<file path="src/arc_pkg.sv">
`default_nettype none
package arc_pkg;
	// Clock and time base
	localparam int unsigned CLK_NS      = 8;
	localparam int unsigned MS_NS       = 1000000;
	localparam int unsigned MS_CYC      = MS_NS / CLK_NS;
	localparam int unsigned SWP_GAP_NS  = 2500000;
	localparam int unsigned SWP_GAP_CYC = SWP_GAP_NS / CLK_NS;
	localparam int unsigned TICK_W      = 17;
	localparam int unsigned GAP_W       = 19;
	// Limits
	localparam int unsigned MAX_DELAY_MS = 1000000;
	localparam int unsigned MAX_SWEEPS   = 200000;
	localparam int unsigned MAX_PENDING  = 2000;
	localparam int unsigned PCT_FULL     = 100;
	// Widths and depths
	localparam int unsigned DW          = 16;
	localparam int unsigned FIFO_DEPTH  = 8;
	localparam int unsigned SMEM_DEPTH  = 64;
	localparam int unsigned SMEM_AW     = 6;
	localparam int unsigned PTR_W       = SMEM_AW + 1;
	localparam int unsigned LEN_W       = 7;
	localparam int unsigned PCT_W       = 7;
	localparam int unsigned MS_W        = 20;
	localparam int unsigned HIST_W      = 24;
	localparam int unsigned TOTAL_W     = 18;
	localparam int unsigned PEND_W      = 11;
	// Reset values
	localparam logic [DW-1:0] MARK_DATA_RST = 16'h0000;

	typedef enum logic [1:0] {ARC_K_CONT, ARC_K_SWEEP, ARC_K_OVR, ARC_K_TRIG} arc_kind_t;
	typedef enum logic [1:0] {ARC_M_STD, ARC_M_CIRC, ARC_M_TIMED, ARC_M_STOPTRIG} arc_mode_t;
	typedef enum logic [1:0] {ARC_IDLE, ARC_REC, ARC_SUSP} arc_run_t;
	typedef enum logic [1:0] {ARC_SW_OFF, ARC_SW_ARMED, ARC_SW_DELAY, ARC_SW_POST} arc_swp_t;

	typedef struct packed {
		arc_kind_t       kind;
		logic [DW-1:0]   data;
	} arc_word_t;

	typedef struct packed {
		arc_mode_t         mode;
		logic              dual;
		logic              stretch;
		logic [PCT_W-1:0]  pre_pct;
		logic [MS_W-1:0]   delay_ms;
		logic [MS_W-1:0]   dur_ms;
		logic [LEN_W-1:0]  swp_len;
		logic [HIST_W-1:0] hist_words;
	} arc_cfg_t;

	typedef struct packed {
		logic               recording;
		logic               suspended;
		logic               sweep_busy;
		logic [PEND_W-1:0]  pending;
		logic [TOTAL_W-1:0] total;
	} arc_stat_t;
endpackage : arc_pkg
`default_nettype wire

</file>
<file path="src/arc_fifo.sv">
`timescale 1ns/1ps
`default_nettype none
module arc_fifo #(
	parameter int unsigned WIDTH = 16,
	parameter int unsigned DEPTH = 8
) (
	input  wire logic             clock,
	input  wire logic             rst_b,
	input  wire logic             in_valid,
	input  wire logic [WIDTH-1:0] in_data,
	output logic                  in_ready,
	output logic                  out_valid,
	output logic      [WIDTH-1:0] out_data,
	input  wire logic             out_ready
);
	localparam int unsigned AW = $clog2(DEPTH);

	typedef struct packed {
		logic [DEPTH-1:0][WIDTH-1:0] mem;
		logic [AW:0]                 wr;
		logic [AW:0]                 rd;
	} arc_fifo_st_t;

	arc_fifo_st_t s_ff;
	arc_fifo_st_t nxt_s;
	logic         full;
	logic         empty;

	// Extra pointer bit tells full from empty without a counter
	always_comb begin
		nxt_s = s_ff;
		empty = s_ff.wr == s_ff.rd;
		full  = (s_ff.wr[AW] != s_ff.rd[AW]) && (s_ff.wr[AW-1:0] == s_ff.rd[AW-1:0]);
		if (in_valid && !full) begin
			nxt_s.mem[s_ff.wr[AW-1:0]] = in_data;
			nxt_s.wr                   = s_ff.wr + 1'b1;
		end
		if (out_ready && !empty) begin
			nxt_s.rd = s_ff.rd + 1'b1;
		end
	end

	assign in_ready  = !full;
	assign out_valid = !empty;
	assign out_data  = s_ff.mem[s_ff.rd[AW-1:0]];

	always_ff @(posedge clock or negedge rst_b) begin
		if (!rst_b) begin
			s_ff <= '0;
		end else begin
			s_ff <= nxt_s;
		end
	end
endmodule : arc_fifo
`default_nettype wire

</file>
<file path="src/arc_rec_ctrl.sv">
`timescale 1ns/1ps
`default_nettype none
// Behaviour
// - Timed mode stops when the duration elapses, or earlier on media full.
// - Stop-on-trigger mode stops on any system trigger, or earlier on media full.
// - Circular mode has no duration limit and records until stopped; the code also ends it on any system trigger.
// - Continuous samples pass through a FIFO when streaming outpaces storage.
// - A full FIFO suspends recording; new samples dropped, draining continues.
// - After suspension, resume only when all internal memory is empty; the code resumes with unclaimed pre-trigger samples still held.
// - Each overrun suspension inserts a marker word into the stored stream.
// - Pre-trigger length is a fraction of sweep length, zero to full.
// - An early trigger truncates pre-trigger to samples actually captured.
// - Trigger delay programmable up to one thousand seconds.
// - After a delay, capture starts at once, whole sweep is post-trigger.
// - At most 200000 sweeps per recording and 2000 pending storage.
// - Sweep capture rate capped at 400 sweeps per second.
// - Re-arm without dead time, but sweeps spaced at least 2.5 ms.
// - With stretch on, a trigger during post-trigger restarts the post count.
// - A retrigger whose stretched post-trigger cannot fit is ignored.
// - At most one stretch honoured every 2.5 ms.
// - Continuous data wins storage bandwidth over sweep data.
// - Sweep storage starts as soon as its trigger is seen.
// - Sweep memory freed only after the whole sweep is stored.
// - Sweeps stored one by one in capture order, oldest first.
// - Circular mode wraps the storage address, overwriting the oldest data.
// - Standard mode runs from start to stop command, or until media full.
module arc_rec_ctrl #(
	parameter int unsigned MS_CYCLES  = arc_pkg::MS_CYC,
	parameter int unsigned GAP_CYCLES = arc_pkg::SWP_GAP_CYC
) (
	input  wire logic                          clock,
	input  wire logic                          rst_b,
	input  wire logic                          start_cmd,
	input  wire logic                          stop_cmd,
	input  wire arc_pkg::arc_cfg_t             cfg,
	input  wire logic                          trig_pin,
	input  wire logic                          media_full_pin,
	input  wire logic                          smp_valid,
	input  wire logic [arc_pkg::DW-1:0]        smp_data,
	output logic                               st_valid,
	output arc_pkg::arc_word_t                 st_word,
	output logic      [arc_pkg::HIST_W-1:0]    st_addr,
	input  wire logic                          st_ready,
	output arc_pkg::arc_stat_t                 stat
);
	typedef struct packed {
		arc_pkg::arc_cfg_t                            cfg;
		arc_pkg::arc_run_t                            run;
		arc_pkg::arc_swp_t                            sw;
		logic                                         trig_s1;
		logic                                         trig_s2;
		logic                                         trig_s3;
		logic                                         full_s1;
		logic                                         full_s2;
		logic [arc_pkg::TICK_W-1:0]                   tick_cnt;
		logic [arc_pkg::MS_W-1:0]                     ms_cnt;
		logic [arc_pkg::MS_W-1:0]                     dly_cnt;
		logic [arc_pkg::GAP_W-1:0]                    gap_cnt;
		logic [arc_pkg::GAP_W-1:0]                    str_cnt;
		logic [arc_pkg::SMEM_DEPTH-1:0][arc_pkg::DW-1:0] mem;
		logic [arc_pkg::PTR_W-1:0]                    wr;
		logic [arc_pkg::PTR_W-1:0]                    rd;
		logic [arc_pkg::PTR_W-1:0]                    free;
		logic [arc_pkg::PTR_W-1:0]                    done;
		logic [arc_pkg::PTR_W-1:0]                    start;
		logic                                         skip_vld;
		logic [arc_pkg::PTR_W-1:0]                    skip_from;
		logic [arc_pkg::PTR_W-1:0]                    skip_to;
		logic [arc_pkg::LEN_W-1:0]                    pre_len;
		logic [arc_pkg::LEN_W-1:0]                    post_cnt;
		logic [arc_pkg::LEN_W-1:0]                    post_full;
		logic [arc_pkg::PEND_W-1:0]                   pend;
		logic [arc_pkg::TOTAL_W-1:0]                  total;
		logic                                         ovr_mark;
		logic                                         trig_mark;
		logic [arc_pkg::HIST_W-1:0]                   addr;
		logic                                         st_valid;
		arc_pkg::arc_word_t                           st_word;
		logic                                         rec;
		logic                                         susp;
		logic                                         busy;
	} arc_st_t;

	arc_st_t                      s_ff;
	arc_st_t                      nxt_s;
	logic                         trig;
	logic                         tick;
	logic                         stop;
	logic                         swp_wr;
	logic                         accept;
	logic [arc_pkg::PTR_W-1:0]    used;
	logic [arc_pkg::PTR_W-1:0]    pre_act;
	logic [arc_pkg::LEN_W-1:0]    post_len;
	logic [arc_pkg::PTR_W-1:0]    rd_eff;
	logic [arc_pkg::PTR_W-1:0]    lim;
	logic [arc_pkg::HIST_W-1:0]   addr_inc;
	logic [arc_pkg::PCT_W-1:0]    pct_sat;
	logic                         cf_in_valid;
	logic                         cf_in_ready;
	logic                         cf_out_valid;
	logic                         cf_out_ready;
	logic [arc_pkg::DW-1:0]       cf_out_data;

	// Room check shared by sweep accept (full sweep length when delayed) and stretch
	function automatic logic fits(
		input logic [arc_pkg::PTR_W-1:0] u,
		input logic [arc_pkg::LEN_W-1:0] len
	);
		logic [arc_pkg::PTR_W:0] sum;
		sum  = {1'b0, u} + {1'b0, len};
		fits = sum <= (arc_pkg::PTR_W+1)'(arc_pkg::SMEM_DEPTH);
	endfunction : fits

	arc_fifo #(
		.WIDTH (arc_pkg::DW),
		.DEPTH (arc_pkg::FIFO_DEPTH)
	) u_cont_fifo (
		.clock     (clock),
		.rst_b     (rst_b),
		.in_valid  (cf_in_valid),
		.in_data   (smp_data),
		.in_ready  (cf_in_ready),
		.out_valid (cf_out_valid),
		.out_data  (cf_out_data),
		.out_ready (cf_out_ready)
	);

	always_comb begin
		nxt_s        = s_ff;
		trig         = s_ff.trig_s2 && !s_ff.trig_s3;
		tick         = s_ff.tick_cnt == '0;
		used         = s_ff.wr - s_ff.free;
		pre_act      = s_ff.wr - s_ff.start;
		post_len     = s_ff.cfg.swp_len - arc_pkg::LEN_W'(pre_act);
		stop         = 1'b0;
		accept       = 1'b0;
		cf_out_ready = 1'b0;
		rd_eff       = s_ff.rd;
		addr_inc     = s_ff.addr + 1'b1;
		pct_sat      = (cfg.pre_pct > arc_pkg::PCT_W'(arc_pkg::PCT_FULL)) ?
		               arc_pkg::PCT_W'(arc_pkg::PCT_FULL) : cfg.pre_pct;

		// Pins pass two flops before any logic looks at them
		nxt_s.trig_s1 = trig_pin;
		nxt_s.trig_s2 = s_ff.trig_s1;
		nxt_s.trig_s3 = s_ff.trig_s2;
		nxt_s.full_s1 = media_full_pin;
		nxt_s.full_s2 = s_ff.full_s1;

		nxt_s.tick_cnt = tick ? arc_pkg::TICK_W'(MS_CYCLES - 1) : s_ff.tick_cnt - 1'b1;
		if (s_ff.gap_cnt != '0) begin
			nxt_s.gap_cnt = s_ff.gap_cnt - 1'b1;
		end
		if (s_ff.str_cnt != '0) begin
			nxt_s.str_cnt = s_ff.str_cnt - 1'b1;
		end

		// Output stage: markers, then continuous, then sweeps
		if (s_ff.st_valid && st_ready) begin
			nxt_s.st_valid = 1'b0;
			if (s_ff.cfg.mode == arc_pkg::ARC_M_CIRC && addr_inc == s_ff.cfg.hist_words) begin
				nxt_s.addr = '0;
			end else begin
				nxt_s.addr = addr_inc;
			end
		end
		if (s_ff.skip_vld && s_ff.rd == s_ff.skip_from) begin
			rd_eff         = s_ff.skip_to;
			nxt_s.rd       = rd_eff;
			nxt_s.skip_vld = 1'b0;
		end
		// Open sweep is readable while still being captured
		lim = (s_ff.sw == arc_pkg::ARC_SW_POST) ? s_ff.wr : s_ff.done;
		if (!nxt_s.st_valid) begin
			nxt_s.st_valid = 1'b1;
			if (s_ff.ovr_mark) begin
				nxt_s.st_word  = {arc_pkg::ARC_K_OVR, arc_pkg::MARK_DATA_RST};
				nxt_s.ovr_mark = 1'b0;
			end else if (s_ff.trig_mark) begin
				nxt_s.st_word   = {arc_pkg::ARC_K_TRIG, s_ff.total[arc_pkg::DW-1:0]};
				nxt_s.trig_mark = 1'b0;
			end else if (cf_out_valid) begin
				nxt_s.st_word = {arc_pkg::ARC_K_CONT, cf_out_data};
				cf_out_ready  = 1'b1;
			end else if (rd_eff != lim) begin
				nxt_s.st_word = {arc_pkg::ARC_K_SWEEP, s_ff.mem[rd_eff[arc_pkg::SMEM_AW-1:0]]};
				nxt_s.rd      = rd_eff + 1'b1;
			end else begin
				nxt_s.st_valid = 1'b0;
			end
		end
		// Memory comes back only once the reader reaches a sweep end
		// Armed history behind the pre-trigger window is dead space, so it is handed back too
		if (nxt_s.rd == s_ff.done) begin
			nxt_s.free = (s_ff.sw == arc_pkg::ARC_SW_ARMED && !s_ff.skip_vld) ? s_ff.start : s_ff.done;
			nxt_s.pend = '0;
		end

		// Continuous recording
		cf_in_valid = smp_valid && s_ff.run == arc_pkg::ARC_REC;
		unique case (s_ff.run)
			arc_pkg::ARC_IDLE: begin
				if (start_cmd) begin
					nxt_s.cfg     = cfg;
					nxt_s.run     = arc_pkg::ARC_REC;
					nxt_s.ms_cnt  = '0;
					nxt_s.total   = '0;
					nxt_s.addr    = '0;
					nxt_s.pre_len = arc_pkg::LEN_W'((cfg.swp_len * pct_sat) / arc_pkg::PCT_FULL);
				end
			end
			arc_pkg::ARC_REC, arc_pkg::ARC_SUSP: begin
				if (tick) begin
					nxt_s.ms_cnt = s_ff.ms_cnt + 1'b1;
				end
				// Circular ignores media full: it overwrites instead
				stop = stop_cmd
				     || (s_ff.cfg.mode != arc_pkg::ARC_M_CIRC && s_ff.full_s2)
				     || (s_ff.cfg.mode == arc_pkg::ARC_M_TIMED && s_ff.ms_cnt >= s_ff.cfg.dur_ms)
				     || (s_ff.cfg.mode == arc_pkg::ARC_M_STOPTRIG && trig)
				     || (s_ff.cfg.mode == arc_pkg::ARC_M_CIRC && trig);
				if (stop) begin
					nxt_s.run = arc_pkg::ARC_IDLE;
				end else if (s_ff.run == arc_pkg::ARC_REC && !cf_in_ready) begin
					nxt_s.run      = arc_pkg::ARC_SUSP;
					nxt_s.ovr_mark = 1'b1;
				// Unclaimed pre-trigger samples are not owed to storage; waiting on them would never end
				end else if (s_ff.run == arc_pkg::ARC_SUSP && !cf_out_valid && s_ff.rd == lim) begin
					nxt_s.run = arc_pkg::ARC_REC;
				end
			end
			default: begin
				nxt_s.run = arc_pkg::ARC_IDLE;
			end
		endcase

		// Sweep capture; no sweep samples are taken while suspended
		swp_wr = smp_valid && s_ff.run == arc_pkg::ARC_REC
		         && used < arc_pkg::PTR_W'(arc_pkg::SMEM_DEPTH)
		         && (s_ff.sw == arc_pkg::ARC_SW_ARMED || s_ff.sw == arc_pkg::ARC_SW_POST);
		if (s_ff.sw == arc_pkg::ARC_SW_ARMED && trig && s_ff.gap_cnt == '0) begin
			// The trigger-cycle sample is kept out of the sweep to keep lengths exact
			swp_wr = 1'b0;
			accept = !s_ff.skip_vld
			         && s_ff.total < arc_pkg::TOTAL_W'(arc_pkg::MAX_SWEEPS)
			         && s_ff.pend < arc_pkg::PEND_W'(arc_pkg::MAX_PENDING)
			         && fits(used, (s_ff.cfg.delay_ms != '0) ? s_ff.cfg.swp_len : post_len);
		end
		if (swp_wr) begin
			nxt_s.mem[s_ff.wr[arc_pkg::SMEM_AW-1:0]] = smp_data;
			nxt_s.wr                                 = s_ff.wr + 1'b1;
		end

		if (s_ff.run == arc_pkg::ARC_IDLE || stop || !s_ff.cfg.dual) begin
			nxt_s.sw = arc_pkg::ARC_SW_OFF;
		end else begin
			unique case (s_ff.sw)
				arc_pkg::ARC_SW_OFF: begin
					nxt_s.sw    = arc_pkg::ARC_SW_ARMED;
					nxt_s.start = s_ff.wr;
				end
				arc_pkg::ARC_SW_ARMED: begin
					if (trig && s_ff.gap_cnt == '0) begin
						if (accept) begin
							nxt_s.total     = s_ff.total + 1'b1;
							nxt_s.gap_cnt   = arc_pkg::GAP_W'(GAP_CYCLES - 1);
							nxt_s.skip_from = s_ff.done;
							if (s_ff.cfg.delay_ms != '0) begin
								nxt_s.sw      = arc_pkg::ARC_SW_DELAY;
								nxt_s.dly_cnt = s_ff.cfg.delay_ms;
							end else if (post_len == '0) begin
								nxt_s.done     = s_ff.wr;
								nxt_s.start    = s_ff.wr;
								nxt_s.pend     = nxt_s.pend + 1'b1;
								nxt_s.skip_to  = s_ff.start;
								nxt_s.skip_vld = 1'b1;
							end else begin
								nxt_s.sw        = arc_pkg::ARC_SW_POST;
								nxt_s.post_cnt  = post_len;
								nxt_s.post_full = post_len;
								nxt_s.skip_to   = s_ff.start;
								nxt_s.skip_vld  = 1'b1;
							end
						end else begin
							// Refused (no room, a sweep or pending limit, or a skip still open): record only that a trigger happened
							nxt_s.trig_mark = 1'b1;
						end
					end else if (swp_wr && pre_act >= arc_pkg::PTR_W'(s_ff.pre_len)) begin
						nxt_s.start = s_ff.start + 1'b1;
					end
				end
				arc_pkg::ARC_SW_DELAY: begin
					if (tick) begin
						if (s_ff.dly_cnt <= arc_pkg::MS_W'(1)) begin
							nxt_s.sw        = arc_pkg::ARC_SW_POST;
							nxt_s.start     = s_ff.wr;
							nxt_s.post_cnt  = s_ff.cfg.swp_len;
							nxt_s.post_full = s_ff.cfg.swp_len;
							nxt_s.skip_to   = s_ff.wr;
							nxt_s.skip_vld  = 1'b1;
						end else begin
							nxt_s.dly_cnt = s_ff.dly_cnt - 1'b1;
						end
					end
				end
				arc_pkg::ARC_SW_POST: begin
					if (trig && s_ff.cfg.stretch && s_ff.str_cnt == '0 && fits(used, s_ff.post_full)) begin
						nxt_s.post_cnt = s_ff.post_full;
						nxt_s.str_cnt  = arc_pkg::GAP_W'(GAP_CYCLES - 1);
					end else if (swp_wr) begin
						if (s_ff.post_cnt <= arc_pkg::LEN_W'(1)) begin
							// Zero re-arm: next pre-trigger starts on the very next sample
							nxt_s.sw    = arc_pkg::ARC_SW_ARMED;
							nxt_s.done  = s_ff.wr + 1'b1;
							nxt_s.start = s_ff.wr + 1'b1;
							nxt_s.pend  = nxt_s.pend + 1'b1;
						end else begin
							nxt_s.post_cnt = s_ff.post_cnt - 1'b1;
						end
					end
				end
			endcase
		end

		// Status bits are registered copies so every output leaves a flop
		nxt_s.rec  = nxt_s.run != arc_pkg::ARC_IDLE;
		nxt_s.susp = nxt_s.run == arc_pkg::ARC_SUSP;
		nxt_s.busy = nxt_s.sw != arc_pkg::ARC_SW_OFF;
	end

	assign st_valid        = s_ff.st_valid;
	assign st_word         = s_ff.st_word;
	assign st_addr         = s_ff.addr;
	assign stat.recording  = s_ff.rec;
	assign stat.suspended  = s_ff.susp;
	assign stat.sweep_busy = s_ff.busy;
	assign stat.pending    = s_ff.pend;
	assign stat.total      = s_ff.total;

	always_ff @(posedge clock or negedge rst_b) begin
		if (!rst_b) begin
			s_ff <= '0;
		end else begin
			s_ff <= nxt_s;
		end
	end
endmodule : arc_rec_ctrl
`default_nettype wire

</file>
<file path="config.mk">
export PLATFORM = sky130hd
export DESIGN_NAME = arc_rec_ctrl
export DESIGN_NICKNAME = d
export VERILOG_FILES = /design/src/arc_pkg.sv /design/src/arc_fifo.sv /design/src/arc_rec_ctrl.sv
export SDC_FILE = /design/constraint.sdc
export NUM_CORES = 2
export LEC_CHECK = 0
export BUFFER_PORTS_ARGS = -buffer_cell sky130_fd_sc_hd__clkbuf_2
export CAP_MARGIN = 20
export CORE_MARGIN = 2
export CORE_UTILIZATION = 55
export DETAILED_ROUTE_END_ITERATION = 16
export PLACE_DENSITY = 0.71
export RECOVER_POWER = 25
export SLEW_MARGIN = 20
export SYNTH_ARGS = -nofsm -noshare
export SYNTH_HDL_FRONTEND = slang
export SYNTH_SLANG_ARGS = --single-unit
</file>
<file path="constraint.sdc">
create_clock -name clock -period 8.1 [get_ports clock]
set_clock_uncertainty 0.05 [all_clocks]
set_input_delay 1.215 -clock clock [delete_from_list [all_inputs] [get_ports clock]]
set_output_delay 1.215 -clock clock [all_outputs]
set_load 0.01 [all_outputs]
</file>
After elaboration in Yosys (flattened, before gate mapping)
Index checks and enable logic that the tools add are counted.
Widths: inputs -> output; s select.
{"block": "classes", "bitwise": 2, "n_div": 1, "n_addsub": 19, "n_reduce_logical": 68, "n_eq_ne": 39, "order_cmp": 16, "mul": 1, "muxes": 124}
{"op": "$bwmux 1024", "count": 1}
{"op": "$mux 7", "count": 20}
{"op": "$bwmux 128", "count": 1}
{"op": "$mux 18", "count": 7}
{"op": "$mux 19", "count": 6}
{"op": "$mux 20", "count": 5}
{"op": "$mux 14", "count": 7}
{"op": "$bmux 16 s6", "count": 1}
{"op": "$demux 16 s6", "count": 1}
{"op": "$mux 43", "count": 2}
{"op": "$pmux 20 s2", "count": 2}
{"op": "$mux 39", "count": 2}
{"op": "$mux 24", "count": 3}
{"op": "$mux 16", "count": 4}
{"op": "$mux 29", "count": 2}
{"op": "$mux 11", "count": 5}
{"op": "$mux 25", "count": 2}
{"op": "$bmux 16 s3", "count": 1}
{"op": "$demux 16 s3", "count": 1}
{"op": "$mux 15", "count": 3}
{"op": "$pmux 7 s2", "count": 3}
{"op": "$logic_not 19->1", "count": 2}
{"op": "$mux 38", "count": 1}
{"op": "$reduce_bool 19->1", "count": 2}
{"op": "69 further kinds", "count": 186}
{"block": "word_totals", "in_bits": 106, "wordCells": 385, "register_bits": 1487, "out_inout_bits": 75}

Depth between registers and ports, before layout
{"block": "depth", "ltp_word": 18, "depth_mapped": 41, "mapped_depth_nobuf": 38}

Cells and area by module
Synthesis repeated with hierarchy kept, for this count alone.
{"block": "unflattened", "cells_unflattened": 7363, "area_unflattened_um2": 76977.6}
{"module": "arc_rec_ctrl", "seq_area_each_um2": 33807.4, "area_per_inst_um2": 70641.5, "n_inst": 1, "cells_each": 6989}
{"module": "arc_fifo", "seq_area_each_um2": 3403.3, "area_per_inst_um2": 6336.1, "n_inst": 1, "cells_each": 374}

Worst setup path after synthesis
Ideal clock, no wire load.
{"block": "synth_timing", "path_type": "input to register", "startpoint": "in cfg[76] (netlist name)", "endpoint": "reg s_ff[91] (netlist name)", "cell_stages": 39, "required_ns": 7.963, "arrival_time_ns": 9.890, "setup_slack_ns": -1.927, "n_path_buf": 3, "setup_ns": 0.087, "cell_sequence": "nand2_1 nor2_1 nor2_1 nor2b_1 fa_1 inv_1 fa_1 inv_1 fa_1 inv_1 fa_1 inv_1 ha_1 buf_4 a21oi_2 and2_2 a211oi_1 a211o_4 (+3 left out) o31a_1 o21ai_1 a31oi_1 or4_1 o221ai_2 and3_1 buf_4 nor3_1 o22a_1 or3_1 buf_6 a31o_4 a22oi_4 o22ai_1 a211oi_1 o21ai_1 mux2_4 a211oi_2"}
{"block": "synth_via", "elab_chain_len": 4}
{"element": "start: declaration", "line_no": "arc_rec_ctrl.sv:35", "rtl": "input wire arc_pkg::arc_cfg_t cfg,"}
{"element": "$gt 7x7->1", "line_no": "arc_rec_ctrl.sv:140", "rtl": "pct_sat = (cfg.pre_pct > arc_pkg::PCT_W'(arc_pkg::PCT_FULL)) ?"}
{"element": "$mux 7 (*)", "line_no": "arc_rec_ctrl.sv:140"}
{"element": "$mul 7x7->14 (*)", "line_no": "arc_rec_ctrl.sv:209", "rtl": "nxt_s.pre_len = arc_pkg::LEN_W'((cfg.swp_len * pct_sat) / arc_pkg::PCT_FULL);"}
{"element": "$div 14x7->32 (*)", "line_no": "arc_rec_ctrl.sv:209"}
{"element": "end signal: assignment", "line_no": "arc_rec_ctrl.sv:344", "rtl": "s_ff <= nxt_s;"}
{"element": "end: declaration", "line_no": "arc_rec_ctrl.sv:84", "rtl": "arc_st_t s_ff;"}
Mark *: on every way between the ends. The rest lies on a longest branch, timed or not.
A chain may end at the register's enable or synchronous reset.

Worst setup path after layout
{"block": "layout_timing", "startpoint": "in cfg[74] (netlist name)", "endpoint": "reg s_ff[92] (netlist name)"}
Same word-level chain as after synthesis.

==> flow_summary.toml <==
[yosys]
yosysWarnings = 0
yosys.area.top_type = "dfrtp_1"
yosysSeqAreaShare = 0.4862
synth_seq_cells = 1487
syn_area_per_cell_um2 = 10.35
synth_cells = 7397
synth_edf_count = 0
ys_top_cells_by_area = "dfrtp_1 49%, mux2_2 17%, nand2_1 7.6%, clkbuf_1 2.5%, a311oi_1 2.2%"
synth_ff_type = "dfrtp_1"
synth_top_area_frac = 0.4862
ys_types = 91
ys_async_sr_fraction = 1.000
netlist_area_um2 = 76530
syn_nets = 7648

[timing]
fmax_mhz = 112.7
setup_viol = 3
setup_slack_ns = -0.7704
rsz0062_at_grt = "true"
fin_crit_sh = 1.095
worstMarginPinSlew_ns = 3.772
hold_viol_final = 0
fin_crit_ns = 8.870
drv_slew = 1271
maxSlewHeadroom = -1.515
hold_slack_ns = 0.3125

[grt]
grt_overflow = 0
antenna_found_initial = 3
grt_util_all_layers = 0.2891
first_global_vias = 57120
grt_max_degree = 189
grt_pass1_wl_um = 325300

[clock_tree]
cts_hold_buf = 0
cts-htree-levels = 4
cts_made_buffers = 155
clk_latency_ns = 0.78
cts_tree = "built"
clock-sinks = 1487
root_buffer = "clkbuf_16"
clk_pin_slew_worst_paths_ns = 0.06
clock_path_buffers = 3

[critical_path]
cpMostUsedCell = "fa_1"
critical_path_required_ns = 8.70
worstRegToRegCells = 29
crit_start = "cfg[74]"
reg2reg_to = "s_ff[86]"
crit_path_start_kind = "input port"
cp_max_fo = 6
cp_slowest_cell = "or4_4"
worstSetupEndpoint = "s_ff[92]"
endpoint_kind = "register"
crit_path_max_incr_delay_ns = 0.57
timing.rr.start = "s_ff[141]"
critPathArrivalTime_ns = 9.47
crit_type = "in2reg"
r2r_slack_ns = 0.87

[floorplanning]
rows = 136
die_area_um2 = 142100
die_w_um = 377.0
start_util = 0.5552
coreArea_um2 = 137800
num_io_pins = 181
fp.dieH_um = 377.0

[routing]
drt_iter0_drc = 4870
num_vias = 57040
antenna_left = 0
viasPerCell = 6.158
wl_per_cell_um = 22.23
drc = 0
routed_wl_um = 205900
dr.pass1.iters = 6

[outcome]
failed_checks = "capacitance limit, slew limit, setup timing"
status = "finished with violations"

[finish]
layout.nets = 7611
area_growth_pct = 10.76
drive_above_1_share = 0.2670
stdcell_area_um2 = 84770
fillers = 11160

[run]
drv_cap = 13

[place]
dp_hpwl_um = 122700
place_congestion = 0.8868
io_buffers = 180
placed_area_um2 = 79420

[hold_path]
hp-start = "nxt_s[1270]"
min_path_type = "reg2reg"

[pwr]
cellLeakagePower_nw = 40.05
totalPowerFinal_mw = 31.09
vdd_ir_drop_max_v = 0.0006497
p_comb_frac = 0.493
p_clk_frac = 0.222
netSwitchingPower_mw = 12.49
internal_power_mw = 18.60
swShare = 0.4017
p_per_area_nw_per_um2 = 366.8
sequentialPowerShare = 0.285
cell usage in the layout (no fill, tap or decap), types with 112 or more instances in the layout:
| master | Yosys | final |
|---|---|---|
| dfrtp_1 | 1487 | 1486 |
| nand2_1 | 1544 | 1541 |
| nor2_1 | 219 | 210 |
| a311oi_1 | 195 | 195 |
| o21ai_0 | 165 | 158 |
| mux2_2 | 1164 | 1164 |
| buf_4 | 77 | 232 |
| clkbuf_16 | 0 | 159 |
| inv_1 | 135 | 131 |
| ha_1 | 116 | 112 |
| a21oi_1 | 206 | 204 |
| clkbuf_2 | 1 | 162 |
| nand3_1 | 331 | 328 |
| and3_1 | 193 | 187 |
power groups by stage:
stage / combinational (mW) / clock, mW / sequential [mW]
floorplan: 9.14 / 0 / 8.76
global placement: 13.8 / 0 / 8.94
detailed placement: 14.0 / 0 / 8.98
CTS: 14.5 / 7.00 / 8.86
global route: 16.5 / 7.34 / 8.96
finish: 15.3 / 6.90 / 8.87
through the flow:
step,TNS [ns],setup WS [ns],cells,utilization
4_1_cts,-1.487,-0.8105,9254,0.6132
3_5_place_dp,-4.978,-1.781,8980,0.5762
5_1_grt,-3.691,-1.050,9263,0.6150
3_3_place_gp,-4.734,-1.693,8980,0.5762
6_report,-1.549,-0.7704,9263,0.6150
2_1_floorplan,-2.818,-1.233,7397,-
final cells by class:
cell class / count / area [um^2] / share of cell area
Antenna cell: 1 / 2.502 / 0.00002952
Tap cell: 1794 / 2245 / 0.02648
Clock buffer: 230 / 4526 / 0.05339
Inverter: 137 / 529.3 / 0.006244
Clock inverter: 35 / 317.8 / 0.003749
Timing Repair Buffer: 444 / 3060 / 0.03610
Multi-Input combinational cell: 5135 / 36870 / 0.4350
Sequential cell: 1487 / 37210 / 0.4390
worst max-delay path, delay by kind of cell:
| family | cells | cell delay, ns |
|---|---|---|
| AND/OR/NAND/NOR | 7 | 2.02 |
| adder cells (fa/ha/maj) | 5 | 2.28 |
| buffers and inverters | 9 | 0.82 |
| XOR/XNOR | 1 | 0.19 |
| AO/OA/AOI/OAI | 15 | 2.96 |
per-layer routing:
layer  global-route usage  wire length, um
met3              0.04399            12580
met4               0.1243             8750
met1               0.3867            86430
met2               0.4694            98130
met5                    0               22
registers in the layout (all words and copies together) (netlist names):
register,flops
st_addr,24
nxt_s,3
stat,32
s_ff,1273
st_valid,1
st_word,18
u_cont_fifo.s_ff,136
cells by family after synthesis:
kind of cell	Yosys count	synth area share
buf+inv	775	0.04199
mux	1247	0.1874
compound gates	963	0.08651
xor+xnor	212	0.02426
simple gates	2566	0.1468
fa+ha+maj	147	0.02681
flops	1487	0.4862
timing repair:
action / 4_1_cts / 5_1_grt
pin swaps: 30 / 28
endpoints found under the setup margin: 3 / 3
endpoints found under the hold margin: 0 / 0
gates resized for setup: 35 / 58
setup buffers: 9 / 7
worst min-delay path by stage:
stage	endpoint	slack, ns	cells after the start
detailed placement	s_ff[1267]	0.30	0
global route	nxt_s[1269]	0.31	0
global placement	nxt_s[1269]	0.29	0
finish	nxt_s[1269]	0.31	0
CTS	nxt_s[1269]	0.31	0
floorplan	nxt_s[1269]	0.28	0
synth_stat cells (27+ instances only):
master,n
a311oi_1,195
nor3_1,64
mux4_2,32
inv_1,135
xnor2_1,116
nand4_1,27
a21oi_1,206
fa_1,29
ha_1,116
xor2_1,96
and3_1,193
buf_4,77
a31oi_1,84
nand3_1,331
nand2_1,1544
buf_1,38
dfrtp_1,1487
mux2_2,1164
a21o_1,28
a211oi_1,80
clkbuf_1,516
o21ai_0,165
nor2_1,219
mux2i_1,50
nor4_1,35
(Power assumes the default switching activity.)
